$ cat src/include/tcs_timer_clock_regs.svh
// Register offsets, field positions, reset values and divider counts.
`ifndef TCS_TIMER_CLOCK_REGS_SVH
`define TCS_TIMER_CLOCK_REGS_SVH
`define TCS_ADDR_TIMER_CONTROL_FLAGS 8'h88
`define TCS_ADDR_CLOCK_CONTROL_FIRST 8'h8E
`define TCS_ADDR_CLOCK_CONTROL_SECOND 8'hA6
`define TCS_PAGE_CLOCK_CONTROL_SECOND 8'h10
`define TCS_RST_TIMER_CONTROL_FLAGS 8'h00
`define TCS_RST_CLOCK_CONTROL_FIRST 8'h00
`define TCS_RST_CLOCK_CONTROL_SECOND 8'h00
`define TCS_FLAGS_STORE_MASK 8'h5F
`define TCS_CLK2_WRITE_MASK 8'h03
`define TCS_T1_OVF_BIT 7
`define TCS_T1_RUN_BIT 6
`define TCS_T0_OVF_BIT 5
`define TCS_T0_RUN_BIT 4
`define TCS_T1_CLOCK_SEL_BIT 3
`define TCS_T0_CLOCK_SEL_BIT 2
`define TCS_T4_HIGH_SEL_BIT 1
`define TCS_T4_LOW_SEL_BIT 0
`define TCS_DIV_12 6'h0C
`define TCS_DIV_4 6'h04
`define TCS_DIV_48 6'h30
`define TCS_EXT_DIV_LAST 3'h7
`endif

$ cat src/include/tcs_pkg.sv
// Types shared by the timer clock select block.
package tcs_pkg;
    typedef enum logic [1:0] {
        TCS_PRE_DIV12 = 2'b00,
        TCS_PRE_DIV4 = 2'b01,
        TCS_PRE_DIV48 = 2'b10,
        TCS_PRE_EXT_DIV8 = 2'b11
    } tcs_prescale_e;
endpackage

$ cat src/include/tcs_presc_if.sv
// Link between the control block and the shared prescaler.
`timescale 1ns/100ps
interface tcs_presc_if;
    tcs_pkg::tcs_prescale_e code;
    logic tick;
    modport ctrl (output code, input tick);
    modport gen (input code, output tick);
endinterface

$ cat src/logic/tcs_prescaler.sv
// Shared prescaler for timers 0 and 1, one-cycle tick output.
`timescale 1ns/100ps
`include "tcs_timer_clock_regs.svh"
module tcs_prescaler (
    input wire logic clk,
    input wire logic rst,
    input wire logic ext_osc,
    tcs_presc_if.gen pif
);
    logic [5:0] div_cnt_r;
    logic [5:0] div_lim;
    logic [2:0] ext_cnt_r;
    logic ext_s1_r;
    logic ext_s2_r;
    logic ext_s3_r;
    logic ext_rise;
    logic div_wrap;
    logic tick_r;

    // Divide ratio for the selected code.
    always_comb
    begin
        unique case (pif.code)
            tcs_pkg::TCS_PRE_DIV12: div_lim = `TCS_DIV_12;
            tcs_pkg::TCS_PRE_DIV4: div_lim = `TCS_DIV_4;
            tcs_pkg::TCS_PRE_DIV48: div_lim = `TCS_DIV_48;
            tcs_pkg::TCS_PRE_EXT_DIV8: div_lim = `TCS_DIV_4;
        endcase
    end

    // Compare with >= so a switch to a shorter ratio never overruns.
    assign div_wrap = div_cnt_r >= (div_lim - 6'h01);

    // System clock divider.
    always_ff @(posedge clk or posedge rst)
    begin
        if (rst)
            div_cnt_r <= 6'h00;
        else if (div_wrap)
            div_cnt_r <= 6'h00;
        else
            div_cnt_r <= div_cnt_r + 6'h01;
    end

    // The oscillator is asynchronous, so it passes two flops first.
    always_ff @(posedge clk or posedge rst)
    begin
        if (rst)
        begin
            ext_s1_r <= 1'b0;
            ext_s2_r <= 1'b0;
            ext_s3_r <= 1'b0;
        end
        else
        begin
            ext_s1_r <= ext_osc;
            ext_s2_r <= ext_s1_r;
            ext_s3_r <= ext_s2_r;
        end
    end

    assign ext_rise = ext_s2_r & ~ext_s3_r;

    // Counts resynchronised oscillator edges, one tick every eighth.
    always_ff @(posedge clk or posedge rst)
    begin
        if (rst)
            ext_cnt_r <= 3'h0;
        else if (ext_rise)
            ext_cnt_r <= ext_cnt_r + 3'h1;
    end

    // Registered tick for whichever source the code picks.
    always_ff @(posedge clk or posedge rst)
    begin
        if (rst)
            tick_r <= 1'b0;
        else if (pif.code == tcs_pkg::TCS_PRE_EXT_DIV8)
            tick_r <= ext_rise && (ext_cnt_r == `TCS_EXT_DIV_LAST);
        else
            tick_r <= div_wrap;
    end

    assign pif.tick = tick_r;

    // The past-code term skips a tick launched by the previous source.
    chk_div4_period: assert property (@(posedge clk) disable iff (rst)
        (tick_r && pif.code == tcs_pkg::TCS_PRE_DIV4
         && $past(pif.code) == tcs_pkg::TCS_PRE_DIV4
         ##1 (pif.code == tcs_pkg::TCS_PRE_DIV4) [*3]) |=> tick_r)
        else $error("divide by four tick period wrong");
    chk_div12_gap: assert property (@(posedge clk) disable iff (rst)
        (tick_r && pif.code == tcs_pkg::TCS_PRE_DIV12
         && $past(pif.code) == tcs_pkg::TCS_PRE_DIV12
         ##1 (pif.code == tcs_pkg::TCS_PRE_DIV12) [*3]) |-> !tick_r)
        else $error("divide by twelve tick too early");
    chk_ext_tick_cause: assert property (
        @(posedge clk) disable iff (rst)
        (tick_r && pif.code == tcs_pkg::TCS_PRE_EXT_DIV8
         && $past(pif.code) == tcs_pkg::TCS_PRE_EXT_DIV8)
        |-> $past(ext_rise) && $past(ext_cnt_r) == `TCS_EXT_DIV_LAST)
        else $error("oscillator tick without eighth edge");
endmodule

$ cat src/logic/tcs_timer_clock.sv
// Timer 0/1 clock select, run control, overflow flags, timer 4 select.
// Behaviour
// - Timer 0 select: 0 prescaler, 1 system clock; ignored in counter mode.
// - Prescale code gives clock/12, /4, /48, or synchronised oscillator/8.
// - Timer 4 high byte select, split mode only: 0 external field, 1 clock.
// - Timer 4 low byte select for whole or low half: 0 field, 1 clock.
// - Run bits of timers 0 and 1: 1 counts, 0 stops.
// - Second clock register decoded only on page 0x10, address 0xA6.
// - In counter mode a timer counts falling edges of its input pin.
// - With gate on, count needs run bit and active interrupt input.
`timescale 1ns/100ps
`include "tcs_timer_clock_regs.svh"
module tcs_timer_clock (
    input wire logic MCLK,
    input wire logic RST,
    input wire logic [7:0] SFR_ADDR,
    input wire logic [7:0] SFR_PAGE,
    input wire logic SFR_WE,
    input wire logic [7:0] SFR_WDATA,
    output logic [7:0] SFR_RDATA,
    input wire logic EXTERNAL_OSCILLATOR,
    input wire logic [1:0] TIMER_PIN,
    input wire logic EXTERNAL_INTERRUPT_ZERO_INPUT,
    input wire logic EXTERNAL_INTERRUPT_ONE_INPUT,
    input wire logic TIMER_ZERO_COUNTER_SELECT,
    input wire logic TIMER_ONE_COUNTER_SELECT,
    input wire logic TIMER_ZERO_GATE_ENABLE,
    input wire logic TIMER_ONE_GATE_ENABLE,
    input wire logic [1:0] TIMER_OVERFLOW,
    input wire logic [1:0] TIMER_VECTOR,
    input wire logic TIMER_FOUR_SPLIT,
    input wire logic TIMER_FOUR_EXT_TICK,
    output logic [1:0] TIMER_TICK,
    output logic TIMER_FOUR_LOW_TICK,
    output logic TIMER_FOUR_HIGH_TICK,
    output logic TIMER_ZERO_RUN,
    output logic TIMER_ONE_RUN,
    output logic TIMER_ZERO_OVERFLOW_FLAG,
    output logic TIMER_ONE_OVERFLOW_FLAG
);
    logic [7:0] flags_ctrl_r;
    logic [7:0] clk_first_r;
    logic [7:0] clk_second_r;
    logic [1:0] ovf_flag_r;
    logic [7:0] rdata_nxt;
    logic [7:0] rdata_r;
    logic [1:0] pin_d_r;
    logic [1:0] tick_r;
    logic t4_low_r;
    logic t4_high_r;
    logic wr_flags;
    logic wr_ck0;
    logic wr_ck1;
    logic [1:0] run;
    logic [1:0] gate;
    logic [1:0] cnt_sel;
    logic [1:0] int_act;
    logic [1:0] clk_sel;
    logic [1:0] flag_bit;
    tcs_presc_if pif ();

    // Page 0 lookup covers registers present on every page.
    function automatic logic sfr_hit(input logic [7:0] addr,
                                     input logic [7:0] page,
                                     input logic [7:0] want,
                                     input logic all_pages,
                                     input logic [7:0] want_page);
        sfr_hit = (addr == want) && (all_pages || page == want_page);
    endfunction

    // Write decode for the three registers.
    assign wr_flags = SFR_WE && sfr_hit(SFR_ADDR, SFR_PAGE,
        `TCS_ADDR_TIMER_CONTROL_FLAGS, 1'b1, 8'h00);
    assign wr_ck0 = SFR_WE && sfr_hit(SFR_ADDR, SFR_PAGE,
        `TCS_ADDR_CLOCK_CONTROL_FIRST, 1'b1, 8'h00);
    assign wr_ck1 = SFR_WE && sfr_hit(SFR_ADDR, SFR_PAGE,
        `TCS_ADDR_CLOCK_CONTROL_SECOND, 1'b0,
        `TCS_PAGE_CLOCK_CONTROL_SECOND);

    // Control bits; the flag bits live in their own flops below.
    always_ff @(posedge MCLK or posedge RST)
    begin
        if (RST)
            flags_ctrl_r <= `TCS_RST_TIMER_CONTROL_FLAGS;
        else if (wr_flags)
            flags_ctrl_r <= SFR_WDATA & `TCS_FLAGS_STORE_MASK;
    end

    // Upper bits serve the other timers and are only stored here.
    always_ff @(posedge MCLK or posedge RST)
    begin
        if (RST)
            clk_first_r <= `TCS_RST_CLOCK_CONTROL_FIRST;
        else if (wr_ck0)
            clk_first_r <= SFR_WDATA;
    end

    // Reserved upper bits never store, so they always read as reset.
    always_ff @(posedge MCLK or posedge RST)
    begin
        if (RST)
            clk_second_r <= `TCS_RST_CLOCK_CONTROL_SECOND;
        else if (wr_ck1)
            clk_second_r <= SFR_WDATA & `TCS_CLK2_WRITE_MASK;
    end

    assign run = {flags_ctrl_r[`TCS_T1_RUN_BIT],
                  flags_ctrl_r[`TCS_T0_RUN_BIT]};
    assign gate = {TIMER_ONE_GATE_ENABLE, TIMER_ZERO_GATE_ENABLE};
    assign cnt_sel = {TIMER_ONE_COUNTER_SELECT, TIMER_ZERO_COUNTER_SELECT};
    assign int_act = {EXTERNAL_INTERRUPT_ONE_INPUT,
                      EXTERNAL_INTERRUPT_ZERO_INPUT};
    assign clk_sel = {clk_first_r[`TCS_T1_CLOCK_SEL_BIT],
                      clk_first_r[`TCS_T0_CLOCK_SEL_BIT]};
    assign flag_bit = {SFR_WDATA[`TCS_T1_OVF_BIT],
                       SFR_WDATA[`TCS_T0_OVF_BIT]};
    assign pif.code = tcs_pkg::tcs_prescale_e'(clk_first_r[1:0]);

    tcs_prescaler u_prescaler (
        .clk(MCLK),
        .rst(RST),
        .ext_osc(EXTERNAL_OSCILLATOR),
        .pif(pif)
    );

    // Per-timer count enables and overflow flags for timers 0 and 1.
    for (genvar i = 0; i < 2; i++)
    begin : g_tmr
        // Pin history for falling edge detection.
        always_ff @(posedge MCLK or posedge RST)
        begin
            if (RST)
                pin_d_r[i] <= 1'b0;
            else
                pin_d_r[i] <= TIMER_PIN[i];
        end

        // Run and gate first, then the source picks the tick.
        always_ff @(posedge MCLK or posedge RST)
        begin
            if (RST)
                tick_r[i] <= 1'b0;
            else if (!run[i] || (gate[i] && !int_act[i]))
                tick_r[i] <= 1'b0;
            else if (cnt_sel[i])
                tick_r[i] <= pin_d_r[i] & ~TIMER_PIN[i];
            else if (clk_sel[i])
                tick_r[i] <= 1'b1;
            else
                tick_r[i] <= pif.tick;
        end

        // A new overflow beats a clear in the same cycle.
        always_ff @(posedge MCLK or posedge RST)
        begin
            if (RST)
                ovf_flag_r[i] <= 1'b0;
            else if (TIMER_OVERFLOW[i])
                ovf_flag_r[i] <= 1'b1;
            else if (TIMER_VECTOR[i])
                ovf_flag_r[i] <= 1'b0;
            else if (wr_flags)
                ovf_flag_r[i] <= flag_bit[i];
        end
    end

    // Timer 4 byte clocks; the high byte runs only when split.
    always_ff @(posedge MCLK or posedge RST)
    begin
        if (RST)
        begin
            t4_low_r <= 1'b0;
            t4_high_r <= 1'b0;
        end
        else
        begin
            t4_low_r <= clk_second_r[`TCS_T4_LOW_SEL_BIT]
                | TIMER_FOUR_EXT_TICK;
            t4_high_r <= TIMER_FOUR_SPLIT &&
                (clk_second_r[`TCS_T4_HIGH_SEL_BIT] | TIMER_FOUR_EXT_TICK);
        end
    end

    // Read mux; unmapped addresses read zero.
    always_comb
    begin
        rdata_nxt = 8'h00;
        if (sfr_hit(SFR_ADDR, SFR_PAGE, `TCS_ADDR_TIMER_CONTROL_FLAGS,
                    1'b1, 8'h00))
        begin
            rdata_nxt = flags_ctrl_r;
            rdata_nxt[`TCS_T1_OVF_BIT] = ovf_flag_r[1];
            rdata_nxt[`TCS_T0_OVF_BIT] = ovf_flag_r[0];
        end
        else if (sfr_hit(SFR_ADDR, SFR_PAGE, `TCS_ADDR_CLOCK_CONTROL_FIRST,
                         1'b1, 8'h00))
            rdata_nxt = clk_first_r;
        else if (sfr_hit(SFR_ADDR, SFR_PAGE,
                         `TCS_ADDR_CLOCK_CONTROL_SECOND, 1'b0,
                         `TCS_PAGE_CLOCK_CONTROL_SECOND))
            rdata_nxt = clk_second_r;
    end

    // Read data is registered, one cycle behind the address.
    always_ff @(posedge MCLK or posedge RST)
    begin
        if (RST)
            rdata_r <= 8'h00;
        else
            rdata_r <= rdata_nxt;
    end

    assign SFR_RDATA = rdata_r;
    assign TIMER_TICK = tick_r;
    assign TIMER_FOUR_LOW_TICK = t4_low_r;
    assign TIMER_FOUR_HIGH_TICK = t4_high_r;
    assign TIMER_ZERO_RUN = flags_ctrl_r[`TCS_T0_RUN_BIT];
    assign TIMER_ONE_RUN = flags_ctrl_r[`TCS_T1_RUN_BIT];
    assign TIMER_ZERO_OVERFLOW_FLAG = ovf_flag_r[0];
    assign TIMER_ONE_OVERFLOW_FLAG = ovf_flag_r[1];

    chk_t1_sysclk_tick: assert property (
        @(posedge MCLK) disable iff (RST)
        (run[1] && !gate[1] && !cnt_sel[1] && clk_sel[1]) |=> tick_r[1])
        else $error("timer 1 system clock tick missing");
    chk_t0_prescale_tick: assert property (
        @(posedge MCLK) disable iff (RST)
        (run[0] && !gate[0] && !cnt_sel[0] && !clk_sel[0])
        |=> tick_r[0] == $past(pif.tick))
        else $error("timer 0 not following prescaler");
    chk_t4_high_split: assert property (
        @(posedge MCLK) disable iff (RST)
        !TIMER_FOUR_SPLIT |=> !t4_high_r)
        else $error("timer 4 high byte clocked outside split");
    chk_t4_low_sys: assert property (
        @(posedge MCLK) disable iff (RST)
        clk_second_r[`TCS_T4_LOW_SEL_BIT] |=> t4_low_r)
        else $error("timer 4 low byte missed system clock");
    chk_run_stops: assert property (
        @(posedge MCLK) disable iff (RST)
        (!run[0] ##1 !run[0]) |-> !tick_r[0])
        else $error("timer 0 ticked while stopped");
    chk_page_gate: assert property (
        @(posedge MCLK) disable iff (RST)
        (SFR_WE && SFR_ADDR == `TCS_ADDR_CLOCK_CONTROL_SECOND
         && SFR_PAGE != `TCS_PAGE_CLOCK_CONTROL_SECOND)
        |=> $stable(clk_second_r))
        else $error("second clock register written on wrong page");
    chk_reserved_zero: assert property (
        @(posedge MCLK) disable iff (RST)
        clk_second_r[7:2] == 6'h00)
        else $error("reserved clock bits not at reset value");
    chk_ovf_sets: assert property (
        @(posedge MCLK) disable iff (RST)
        TIMER_OVERFLOW[1] |=> ovf_flag_r[1] [*1])
        else $error("timer 1 overflow flag not set");
    chk_vector_clears: assert property (
        @(posedge MCLK) disable iff (RST)
        (TIMER_VECTOR[0] && !TIMER_OVERFLOW[0]) |=> !ovf_flag_r[0])
        else $error("timer 0 flag not cleared on vectoring");
    chk_counter_edge: assert property (
        @(posedge MCLK) disable iff (RST)
        (tick_r[1] && $past(cnt_sel[1]))
        |-> $past(pin_d_r[1]) && !$past(TIMER_PIN[1]))
        else $error("timer 1 counted without falling edge");
    chk_gate_blocks: assert property (
        @(posedge MCLK) disable iff (RST)
        (gate[0] && !int_act[0]) |=> !tick_r[0])
        else $error("timer 0 counted with gate closed");
endmodule

$ cat config.mk
export PLATFORM = sky130hd
export DESIGN_NAME = tcs_timer_clock
export DESIGN_NICKNAME = d
export VERILOG_FILES = /design/src/include/tcs_pkg.sv /design/src/include/tcs_presc_if.sv /design/src/logic/tcs_prescaler.sv /design/src/logic/tcs_timer_clock.sv
export VERILOG_INCLUDE_DIRS = /design/src /design/src/include
export SDC_FILE = /design/constraint.sdc
export NUM_CORES = 1
export LEC_CHECK = 0
export BUFFER_PORTS_ARGS = -buffer_cell sky130_fd_sc_hd__buf_2
export CORE_MARGIN = 1.5
export CORE_UTILIZATION = 36
export CTS_CLUSTER_SIZE = 40
export DETAILED_ROUTE_END_ITERATION = 6
export GPL_ROUTABILITY_DRIVEN = 1
export PLACE_DENSITY = 0.67
export SYNTH_ARGS = -nofsm -noshare
export SYNTH_HDL_FRONTEND = slang
export SYNTH_HIERARCHICAL = 1
export SYNTH_SLANG_ARGS = --single-unit
$ cat constraint.sdc
create_clock -name MCLK -period 2.8 [get_ports MCLK]
set_input_delay 0.56 -clock MCLK [delete_from_list [all_inputs] [get_ports MCLK]]
set_output_delay 0.56 -clock MCLK [all_outputs]
set_load 0.02 [all_outputs]
* Word level (Yosys, flattened, before mapping)
Index checks and enable logic that the tools add are counted.
** Word-level totals
- Word-level logic and storage cells :: 74
- ROM bits :: 0
- Bits in registers :: 45
- Input port bits :: 42
- Output and inout port bits :: 16
- Bits in latches :: 0
- Memories :: 0
- Bits in writable memories :: 0
** Cells by class
- Shift-type cells :: 0
- Add/subtract/negate cells :: 3
- Div/mod/pow operators :: 0
- Bitwise logic cells :: 8
- Equality and inequality tests :: 8
- Order comparisons :: 1
- Muxes and demuxes :: 18
- Reductions and logical operators :: 18
- Multiply operators :: 0
** Operators by type and width (count)
- $eq A8 B8 Y1 const B :: 3
- $pmux W6 S3 :: 1
- $mux W8 :: 2
- $mux W1 :: 13
- $eq A8 B5 Y1 const B :: 1
- $logic_and A1 B1 Y1 :: 8
- $add A6 B1 Y6 const B :: 1
- $ge A6 B6 Y1 :: 1
- $mux W6 :: 1
- $reduce_bool A3 Y1 :: 2
- $sub A6 B1 Y6 const B :: 1
- $eq A2 B2 Y1 const B :: 2
- $logic_not A1 Y1 :: 4
- $add A3 B1 Y3 const B :: 1
- $and A1 B1 Y1 :: 3
- $eq A3 B3 Y1 const B :: 1
- $not A1 Y1 :: 3
- $eq A2 B1 Y1 const B :: 1
- $logic_not A2 Y1 :: 1
- $logic_or A1 B1 Y1 :: 2
- $mux W2 :: 1
- $or A1 B1 Y1 :: 2
- $reduce_or A2 Y1 :: 1

* Longest topological paths before layout
Gate-level depths: netlist of run 1.
- Word-level depth :: 6
- Mapped depth :: 6

* Hierarchy
The synthesis of run 1 kept the hierarchy.
** Modules (own cells, without submodules)
- tcs_timer_clock :: area an instance 1335.0 sq um, instances 1, seq. area each 800.8 sq um, cells each 94
- tcs_prescaler :: area an instance 600.6 sq um, instances 1, seq. area each 325.3 sq um, cells each 50

* Worst setup path after synthesis of run 1
Ideal clock, no wire load.
- Path type :: input to register
- Start point :: input port SFR_ADDR[4]
- End point :: register flags_ctrl_r[0]
- Slack :: 0.545 ns
- Arrival :: 2.129 ns
- Stages :: 5
- Required time :: 2.675 ns
- Buffers on the path :: 2
- Library setup time :: 0.125 ns
- Cells stage by stage :: or4b_1 buf_2 or4_4 buf_6 mux2_4
** On the way
- Word-level cells in the longest chain between the ends :: 2
** RTL lines
- start: declaration :: line tcs_timer_clock.sv:16 : input wire logic [7:0] SFR_ADDR,
- $eq A8 B8 Y1 :: line tcs_timer_clock.sv:68 : sfr_hit = (addr == want) && (all_pages || page == want_page);
- $logic_and A1 B1 Y1 :: line tcs_timer_clock.sv:72 : assign wr_flags = SFR_WE && sfr_hit(SFR_ADDR, SFR_PAGE,
- end signal: assignment :: line tcs_timer_clock.sv:84 : flags_ctrl_r <= `TCS_RST_TIMER_CONTROL_FLAGS;
- end signal: assignment :: line tcs_timer_clock.sv:86 : flags_ctrl_r <= SFR_WDATA & `TCS_FLAGS_STORE_MASK;
- end: declaration :: line tcs_timer_clock.sv:41 : logic [7:0] flags_ctrl_r;
No other way between the ends.
A chain may end at the register's enable or synchronous reset.

* Worst setup path in the final report of run 1
- Start point :: input port SFR_ADDR[4]
- End point :: register flags_ctrl_r[1]
Same word-level chain as after synthesis.

==> impl_metrics.prom, run 1 <==
# TYPE chip_impl_metric gauge
chip_impl_info{name="outcome",value="complete, no violations"} 1
chip_impl_metric{name="cts-buffers-inserted",unit=""} 5
chip_impl_metric{name="share_of_the_synthesized_area_in_the_top_cell_type",unit="%"} 58.2
chip_impl_metric{name="count_of_antenna_diodes_in_the_layout",unit=""} 0
chip_impl_metric{name="initialDrtViolationCount",unit=""} 75
chip_impl_metric{name="chipWidth",unit="um"} 76.3
chip_impl_metric{name="post_cts_buffers",unit=""} 0
chip_impl_metric{name="routed_wire_length_per_instance",unit="um"} 12.5
chip_impl_metric{name="dieArea",unit="mm^2"} 0.00583
chip_impl_info{name="grt_setup_unrepaired",value="false"} 1
chip_impl_info{name="tritoncts",value="built"} 1
chip_impl_info{name="top_cells_by_area_in_the_synthesized_netlist",value="sky130_fd_sc_hd__dfrtp_1, sky130_fd_sc_hd__mux2_2, sky130_fd_sc_hd__mux2_4, sky130_fd_sc_hd__ha_1, sky130_fd_sc_hd__a22o_1"} 1
chip_impl_metric{name="syn_avg_cell_area",unit="um^2"} 13.4
chip_impl_metric{name="grt_pass1_vias",unit=""} 1304
chip_impl_metric{name="yosysWarnings",unit=""} 6
chip_impl_metric{name="place_congestion",unit=""} 0.753
chip_impl_metric{name="wire_length_of_the_first_global_routing_pass",unit="um"} 5830
chip_impl_metric{name="final.setup_skew",unit="ns"} 0.00685
chip_impl_info{name="grt-busiest-layer",value="met2"} 1
chip_impl_metric{name="register_clock_pin_slew_on_the_reported_worst_setup_and_hold_paths",unit="ns"} 0.09
chip_impl_metric{name="synth.cell_area",unit="mm^2"} 0.00194
chip_impl_metric{name="count_of_distinct_cell_types_in_the_synthesized_netlist",unit=""} 41
chip_impl_metric{name="starting_density_of_the_core",unit="%"} 37.7
chip_impl_metric{name="synthToLayoutAreaGrowth",unit="%"} 25.9
chip_impl_info{name="cell_with_the_most_instances_after_synthesis",value="sky130_fd_sc_hd__dfrtp_1"} 1
chip_impl_metric{name="timing.final.crit_period",unit="ns"} 2.08
chip_impl_info{name="synth_top_flop_cell",value="sky130_fd_sc_hd__dfrtp_1"} 1
chip_impl_metric{name="detailedPlacementHpwl",unit="um"} 2590
chip_impl_metric{name="tightest_slew",unit="ns"} 0.564
chip_impl_metric{name="util_after_layout",unit="%"} 47.4
chip_impl_metric{name="coreArea",unit="mm^2"} 0.00514
chip_impl_metric{name="nFillCells",unit=""} 484
chip_impl_info{name="reg2reg_to",value="u_prescaler/pif.tick"} 1
chip_impl_metric{name="regToRegSetupSlack",unit="ns"} 1.07
chip_impl_metric{name="ios",unit=""} 58
chip_impl_metric{name="drive_above_1_share",unit="%"} 45.2
chip_impl_metric{name="worstRegToRegCells",unit=""} 5
chip_impl_metric{name="timing.critical_path.arrival",unit="ns"} 2.27
chip_impl_metric{name="grt_max_degree",unit=""} 33
chip_impl_metric{name="initial_antenna_violation_count",unit=""} 0
chip_impl_metric{name="io_buffer_count",unit=""} 57
chip_impl_metric{name="synth_enable_flop_cells",unit=""} 0
chip_impl_metric{name="setup_tns",unit="ns"} 0
chip_impl_metric{name="route.detailed.drc",unit=""} 0
chip_impl_info{name="yosys_top_cell_by_area",value="sky130_fd_sc_hd__dfrtp_1"} 1
chip_impl_info{name="worstSetupPathType",value="in -> reg"} 1
chip_impl_metric{name="nets",unit=""} 258
chip_impl_metric{name="met2_usage",unit="%"} 21.0
chip_impl_metric{name="drv.max_cap_violation_count",unit=""} 0
chip_impl_metric{name="max_freq",unit="MHz"} 480
chip_impl_info{name="critPathLaunch",value="SFR_ADDR[4]"} 1
chip_impl_metric{name="cts-root-to-sink-buffers",unit=""} 2
chip_impl_metric{name="postSynthCellCount",unit=""} 144
chip_impl_metric{name="power.density_cell_area",unit="mW/mm^2"} 648
chip_impl_metric{name="route.vias.total",unit=""} 1306
chip_impl_metric{name="cts_resized",unit=""} 0
chip_impl_metric{name="cts.hold.buffers_added",unit=""} 0
chip_impl_metric{name="grt.total_usage",unit="%"} 12.5
chip_impl_metric{name="gr-usage-met3",unit="%"} 4.43
chip_impl_metric{name="cts_max_level",unit=""} 2
chip_impl_metric{name="detailedRoute.firstPassIterationCount",unit=""} 4
chip_impl_metric{name="setup_viol",unit=""} 0
chip_impl_info{name="hold_path.class",value="in -> async"} 1
chip_impl_metric{name="hold_viol_final",unit=""} 0
chip_impl_metric{name="synth.net_count",unit=""} 193
chip_impl_metric{name="routed_wirelength",unit="um"} 3490
chip_impl_info{name="worstSetupStartpointType",value="input pin"} 1
chip_impl_metric{name="routed_vias_inst",unit=""} 4.66
chip_impl_metric{name="clkLatencyLatePin",unit="ns"} 0.30
chip_impl_metric{name="post-route-period-util",unit="%"} 74.4
chip_impl_metric{name="route.antenna.remaining_nets",unit=""} 0
chip_impl_metric{name="floorplan.rows",unit=""} 26
chip_impl_metric{name="worst-path-max-fanout",unit=""} 8
chip_impl_metric{name="synth-seq-area-share",unit="%"} 58.2
chip_impl_info{name="ctsRootBufferMaster",value="sky130_fd_sc_hd__clkbuf_8"} 1
chip_impl_info{name="synth_top_cells_by_count",value="sky130_fd_sc_hd__dfrtp_1, sky130_fd_sc_hd__mux2_2, sky130_fd_sc_hd__ha_1, sky130_fd_sc_hd__a22o_1, sky130_fd_sc_hd__mux2_4"} 1
chip_impl_metric{name="die_height",unit="um"} 76.3
chip_impl_metric{name="hold-worst-slack",unit="ns"} 0.272
chip_impl_metric{name="synth-seq-cells",unit=""} 45
chip_impl_metric{name="cts.sinks",unit=""} 45
chip_impl_metric{name="synth-async-reset-ratio",unit="%"} 100
chip_impl_metric{name="slew_violations",unit=""} 0
chip_impl_info{name="timing.critical_path.to_type",value="flop"} 1
chip_impl_metric{name="power.ir.vdd_worst",unit="uV"} 299
chip_impl_metric{name="slew_limit_headroom",unit="%"} 62.2
chip_impl_metric{name="cp_data_required_time",unit="ns"} 2.99
chip_impl_metric{name="global_route_met1_usage",unit="%"} 15.4
chip_impl_metric{name="static_leakage_power",unit="uW"} 0.00127
chip_impl_info{name="r2r_start",value="clk_first_r[0]"} 1
chip_impl_metric{name="grt_remaining_overflow",unit=""} 0
registers in the layout, indices dropped and copies added (netlist names), 2 cells and up:
name and cells:
u_prescaler/div_cnt_r 6, TIMER_TICK 2, SFR_RDATA 8, flags_ctrl_r 6
pin_d_r 2, clk_second_r 2, clk_first_r 8, u_prescaler/ext_cnt_r 3
power by group:
group / leakage (uW) / switching, uW / internal [uW]
combinational: 0.000615 / 138 / 137
sequential: 0.000590 / 64.3 / 734
clock: 0.0000603 / 232 / 273
total: 0.00127 / 434 / 1140
critical path, cell delays in order:
cell and delay (ns):
sky130_fd_sc_hd__buf_2 0.09, sky130_fd_sc_hd__or4b_1 0.64, sky130_fd_sc_hd__or4_4 0.64, sky130_fd_sc_hd__mux2_4 0.33
per-layer routing:
| metal | up-vias | part of all wire, % | wire length [um] |
|---|---|---|---|
| met5 | - | 0 | 0 |
| met4 | 0 | 1.2 | 42 |
| met3 | 6 | 5.4 | 190 |
| met2 | 33 | 50 | 1740 |
| met1 | 624 | 43 | 1520 |
| li1 | 643 | - | - |
worst max-delay path by stage:
stage	depth (start not counted)	slack (ns)	to
6_report	4	0.72	flags_ctrl_r[1]
5_1_grt	5	0.62	clk_second_r[0]
4_1_cts	4	0.72	flags_ctrl_r[1]
3_5_place_dp	4	0.39	flags_ctrl_r[0]
3_3_place_gp	4	0.41	flags_ctrl_r[6]
2_1_floorplan	5	0.55	flags_ctrl_r[0]
kinds of logic (layout without fill, tap and decap cells):
group | after synthesis | after routing | synth area share, %
xor+xnor | 4 | 4 | 1.81
compound gates | 24 | 24 | 8.60
buf+inv | 8 | 74 | 2.00
mux | 20 | 20 | 12.7
fa+ha+maj | 7 | 7 | 4.52
flops | 45 | 45 | 58.2
simple gates | 35 | 35 | 12.0
other cells | 1 | 1 | 0.194
cells in the final DEF (no fill, tap or decap), drive strengths merged, types with 2 or more instances in the layout:
cell    count
dfrtp      45
clkbuf      5
nor4        2
mux2       18
nand2       4
a21oi       6
nor2b       3
inv         6
buf        61
o21ai       4
o21bai      2
nand3b      3
or4         2
mux2i       2
a22o        6
nor2        5
nand2b      4
xor2        3
nand3       2
ha          7
nor3        4
a211oi      3
or4b        2
metrics by stage:
| step | setup WS, ns | area [um^2] | total power, uW | cells |
|---|---|---|---|---|
| floorplan | 0.545 | 1940 | 997 | 144 |
| global placement | 0.414 | 2320 | 1080 | 272 |
| detailed placement | 0.393 | 2320 | 1090 | 272 |
| CTS | 0.721 | 2440 | 1600 | 280 |
| global route | 0.620 | 2440 | 1680 | 280 |
| finish | 0.716 | 2440 | 1580 | 280 |
final cells by class:
class	instances	area, um^2	area share, %
timing repair buffer	61	315	12.9
clock inverter	3	50.0	2.05
clock buffer	5	68.8	2.82
multi-input combinational	91	771	31.6
sequential	45	1130	46.2
tap	70	87.6	3.59
inverter	5	18.8	0.770
(Power assumes the default switching activity.)
==> run 2: changes to the inputs <==
- ABC_AREA: not set -> 1
- PLACE_DENSITY: 0.67 -> 0.66
- clock period: 2.8 -> 1.95 ns (I/O delays scaled with it)
==> run 2 against run 1 <==
Critical path depth up 4. Setup slack worse by 0.18 ns. Total power increased by 46%. Clock skew grew 0.0026 ns. Die area is 12% higher. First-iteration DRC count fell by 29%. Sequential share of layout area decreased by 3.6 points. Wire length increased by 16%. Critical endpoint is now u_prescaler/div_cnt_r[4].
==> impl_metrics.prom, run 2 <==
# TYPE chip_impl_metric gauge
chip_impl_info{name="outcome",value="complete, no violations"} 1
chip_impl_metric{name="cp_data_required_time",unit="ns"} 2.13
chip_impl_metric{name="postSynthCellCount",unit=""} 246
chip_impl_metric{name="starting_density_of_the_core",unit="%"} 36.9
chip_impl_metric{name="initialDrtViolationCount",unit=""} 53
chip_impl_metric{name="nets",unit=""} 357
chip_impl_metric{name="slew_violations",unit=""} 0
chip_impl_info{name="ctsRootBufferMaster",value="sky130_fd_sc_hd__clkbuf_8"} 1
chip_impl_metric{name="synth.net_count",unit=""} 295
chip_impl_metric{name="synth-async-reset-ratio",unit="%"} 100
chip_impl_metric{name="initial_antenna_violation_count",unit=""} 0
chip_impl_metric{name="synth_compound_gate_area_share",unit="%"} 9.45
chip_impl_metric{name="power.density_cell_area",unit="mW/mm^2"} 871
chip_impl_info{name="r2r_start",value="clk_first_r[0]"} 1
chip_impl_metric{name="dieArea",unit="mm^2"} 0.00651
chip_impl_info{name="worstSetupPathType",value="reg -> reg"} 1
chip_impl_metric{name="register_clock_pin_slew_on_the_reported_worst_setup_and_hold_paths",unit="ns"} 0.09
chip_impl_metric{name="setup_tns",unit="ns"} 0
chip_impl_metric{name="grt.total_usage",unit="%"} 14.5
chip_impl_metric{name="timing.final.crit_period",unit="ns"} 1.41
chip_impl_metric{name="synth_fa_ha_area_share",unit="%"} 4.03
chip_impl_metric{name="cts.hold.buffers_added",unit=""} 0
chip_impl_metric{name="post_cts_buffers",unit=""} 0
chip_impl_metric{name="route.detailed.drc",unit=""} 0
chip_impl_metric{name="share_of_the_synthesized_area_in_the_top_cell_type",unit="%"} 51.9
chip_impl_metric{name="setup_viol",unit=""} 0
chip_impl_metric{name="power.ir.vdd_worst",unit="uV"} 485
chip_impl_info{name="hold_path.class",value="in -> async"} 1
chip_impl_metric{name="drv.max_cap_violation_count",unit=""} 0
chip_impl_info{name="most_common_cell_after_layout_fill_and_taps_aside",value="sky130_fd_sc_hd__nand2_1"} 1
chip_impl_metric{name="detailedRoute.firstPassIterationCount",unit=""} 4
chip_impl_info{name="synth_top_flop_cell",value="sky130_fd_sc_hd__dfrtp_1"} 1
chip_impl_metric{name="cts_resized",unit=""} 0
chip_impl_metric{name="synth_enable_flop_cells",unit=""} 0
chip_impl_metric{name="syn_avg_cell_area",unit="um^2"} 8.82
chip_impl_metric{name="drive_above_1_share",unit="%"} 33.3
chip_impl_metric{name="count_of_antenna_diodes_in_the_layout",unit=""} 0
chip_impl_info{name="worstSetupStartpointType",value="flop"} 1
chip_impl_metric{name="area_used_by_multi_input_combinational_logic",unit="um^2"} 867
chip_impl_metric{name="grt_pass1_vias",unit=""} 1632
chip_impl_metric{name="place_congestion",unit=""} 0.746
chip_impl_metric{name="routed_wire_length_per_instance",unit="um"} 10.5
chip_impl_metric{name="final.setup_skew",unit="ns"} 0.00942
chip_impl_info{name="synth_top_cells_by_count",value="sky130_fd_sc_hd__nand2_1, sky130_fd_sc_hd__dfrtp_1, sky130_fd_sc_hd__inv_1, sky130_fd_sc_hd__nor2_1, sky130_fd_sc_hd__o21ai_2"} 1
chip_impl_metric{name="cts_max_level",unit=""} 2
chip_impl_metric{name="synthToLayoutAreaGrowth",unit="%"} 21.7
chip_impl_metric{name="ios",unit=""} 58
chip_impl_metric{name="timing.critical_path.arrival",unit="ns"} 1.59
chip_impl_metric{name="chipWidth",unit="um"} 80.7
chip_impl_metric{name="clkLatencyLatePin",unit="ns"} 0.30
chip_impl_metric{name="io_buffer_count",unit=""} 57
chip_impl_metric{name="post_synth_and_or_nand_nor_area_fraction",unit="%"} 24.7
chip_impl_metric{name="die_height",unit="um"} 80.7
chip_impl_metric{name="route.vias.total",unit=""} 1718
chip_impl_metric{name="coreArea",unit="mm^2"} 0.00589
chip_impl_metric{name="routed_wirelength",unit="um"} 4040
chip_impl_metric{name="wire_length_of_the_first_global_routing_pass",unit="um"} 7220
chip_impl_info{name="grt_setup_unrepaired",value="false"} 1
chip_impl_metric{name="routed_vias_inst",unit=""} 4.47
chip_impl_info{name="yosys_top_cell_by_area",value="sky130_fd_sc_hd__dfrtp_1"} 1
chip_impl_metric{name="cts-root-to-sink-buffers",unit=""} 2
chip_impl_metric{name="hold_viol_final",unit=""} 0
chip_impl_info{name="cell_with_the_most_instances_after_synthesis",value="sky130_fd_sc_hd__nand2_1"} 1
chip_impl_metric{name="max_freq",unit="MHz"} 710
chip_impl_metric{name="register_area",unit="mm^2"} 0.00113
chip_impl_metric{name="yosysWarnings",unit=""} 6
chip_impl_info{name="tritoncts",value="built"} 1
chip_impl_metric{name="nFillCells",unit=""} 596
chip_impl_info{name="critPathLaunch",value="clk_first_r[0]"} 1
chip_impl_metric{name="synthMuxAreaShare",unit="%"} 0
chip_impl_metric{name="detailedPlacementHpwl",unit="um"} 3090
chip_impl_metric{name="cts.sinks",unit=""} 45
chip_impl_metric{name="post-layout-total-power",unit="uW"} 2300
chip_impl_info{name="timing.critical_path.to_type",value="flop"} 1
chip_impl_metric{name="grt_remaining_overflow",unit=""} 0
chip_impl_metric{name="synth-seq-cells",unit=""} 45
chip_impl_metric{name="worst-path-max-fanout",unit=""} 7
chip_impl_metric{name="count_of_distinct_cell_types_in_the_synthesized_netlist",unit=""} 27
chip_impl_metric{name="cts-buffers-inserted",unit=""} 5
chip_impl_info{name="largest_family_of_logic_cells_by_synthesized_area",value="simple AND/OR/NAND/NOR gates"} 1
chip_impl_metric{name="floorplan.rows",unit=""} 28
chip_impl_metric{name="post-route-period-util",unit="%"} 72.3
chip_impl_metric{name="grt_max_degree",unit=""} 27
chip_impl_metric{name="util_after_layout",unit="%"} 44.9
chip_impl_info{name="mostFrequentLayoutCells",value="sky130_fd_sc_hd__nand2_1, sky130_fd_sc_hd__buf_2, sky130_fd_sc_hd__dfrtp_1, sky130_fd_sc_hd__inv_1, sky130_fd_sc_hd__nor2_1"} 1
chip_impl_metric{name="route.antenna.remaining_nets",unit=""} 0
chip_impl_metric{name="synth.cell_area",unit="mm^2"} 0.00217
chip_impl_metric{name="synthXorXnorAreaFrac",unit="%"} 1.61
chip_impl_info{name="top_cells_by_area_in_the_synthesized_netlist",value="sky130_fd_sc_hd__dfrtp_1, sky130_fd_sc_hd__nand2_1, sky130_fd_sc_hd__inv_1, sky130_fd_sc_hd__o21ai_2, sky130_fd_sc_hd__ha_1"} 1
chip_impl_metric{name="static_leakage_power",unit="uW"} 0.00147
chip_impl_metric{name="synth-seq-area-share",unit="%"} 51.9
-- run 2: logic make-up after synthesis --
logic type / Yosys count
flip-flops: 45
AO/OA/AOI/OAI: 28
other: 1
AND/OR/NAND/NOR: 119
adder cells (fa/ha/maj): 7
XOR/XNOR: 4
buffers and inverters: 42
-- run 2: worst max-delay path, cell delays in order (launching register included) --
cell                      delay [ns]
sky130_fd_sc_hd__dfrtp_1        0.44
sky130_fd_sc_hd__inv_1          0.08
sky130_fd_sc_hd__nand2_1        0.07
sky130_fd_sc_hd__ha_1           0.30
sky130_fd_sc_hd__nand2_1        0.05
sky130_fd_sc_hd__nor2_1         0.10
sky130_fd_sc_hd__nand2_1        0.07
sky130_fd_sc_hd__nand2_2        0.13
sky130_fd_sc_hd__nor2_1         0.06
-- run 2: final timing paths --
check,end,slack (ns),cells past startpoint
setup reg to reg,u_prescaler/div_cnt_r[4],0.54,8
min in group MCLK,u_prescaler/ext_s1_r,0.19,1
setup / recovery,u_prescaler/div_cnt_r[4],0.54,8
hold reg to reg,u_prescaler/ext_s2_r,0.36,0
hold / removal,TIMER_TICK[0],0.009,2
max in group asynchronous,SFR_RDATA[1],1.32,3
-- run 2: power by group --
part	internal, uW	switching (uW)	total [uW]
Sequential	1050	105	1160
Clock	385	313	697
Combinational	199	248	447
Total	1640	666	2300
-- run 2: area by class of cell --
type	count	share of cell area, %
sequential	45	42.6
multi-input combinational	159	32.8
timing repair buffer	58	11.1
inverter	39	5.73
tap	75	3.55
clock buffer	6	2.75
clock inverter	2	1.47
-- run 2: per-stage QoR --
stage / std cells / cell area, um^2 / setup slack, ns / hold WS (ns)
3_3_place_gp: 376 / 2530 / 0.504 / 0.331
2_1_floorplan: 246 / 2170 / 0.665 / 0.267
6_report: 384 / 2640 / 0.541 / 0.00903
3_5_place_dp: 376 / 2530 / 0.487 / 0.333
4_1_cts: 384 / 2640 / 0.526 / 0.00636
5_1_grt: 384 / 2640 / 0.398 / 0.0142
-- run 2: metal layers --
metal,vias up,part of all wire [%],track usage (%)
met3,10,4.8,3.75
met5,-,0,0
met1,795,46,18.5
met4,0,1.7,5.52
met2,35,47,23.4
li1,878,-,-
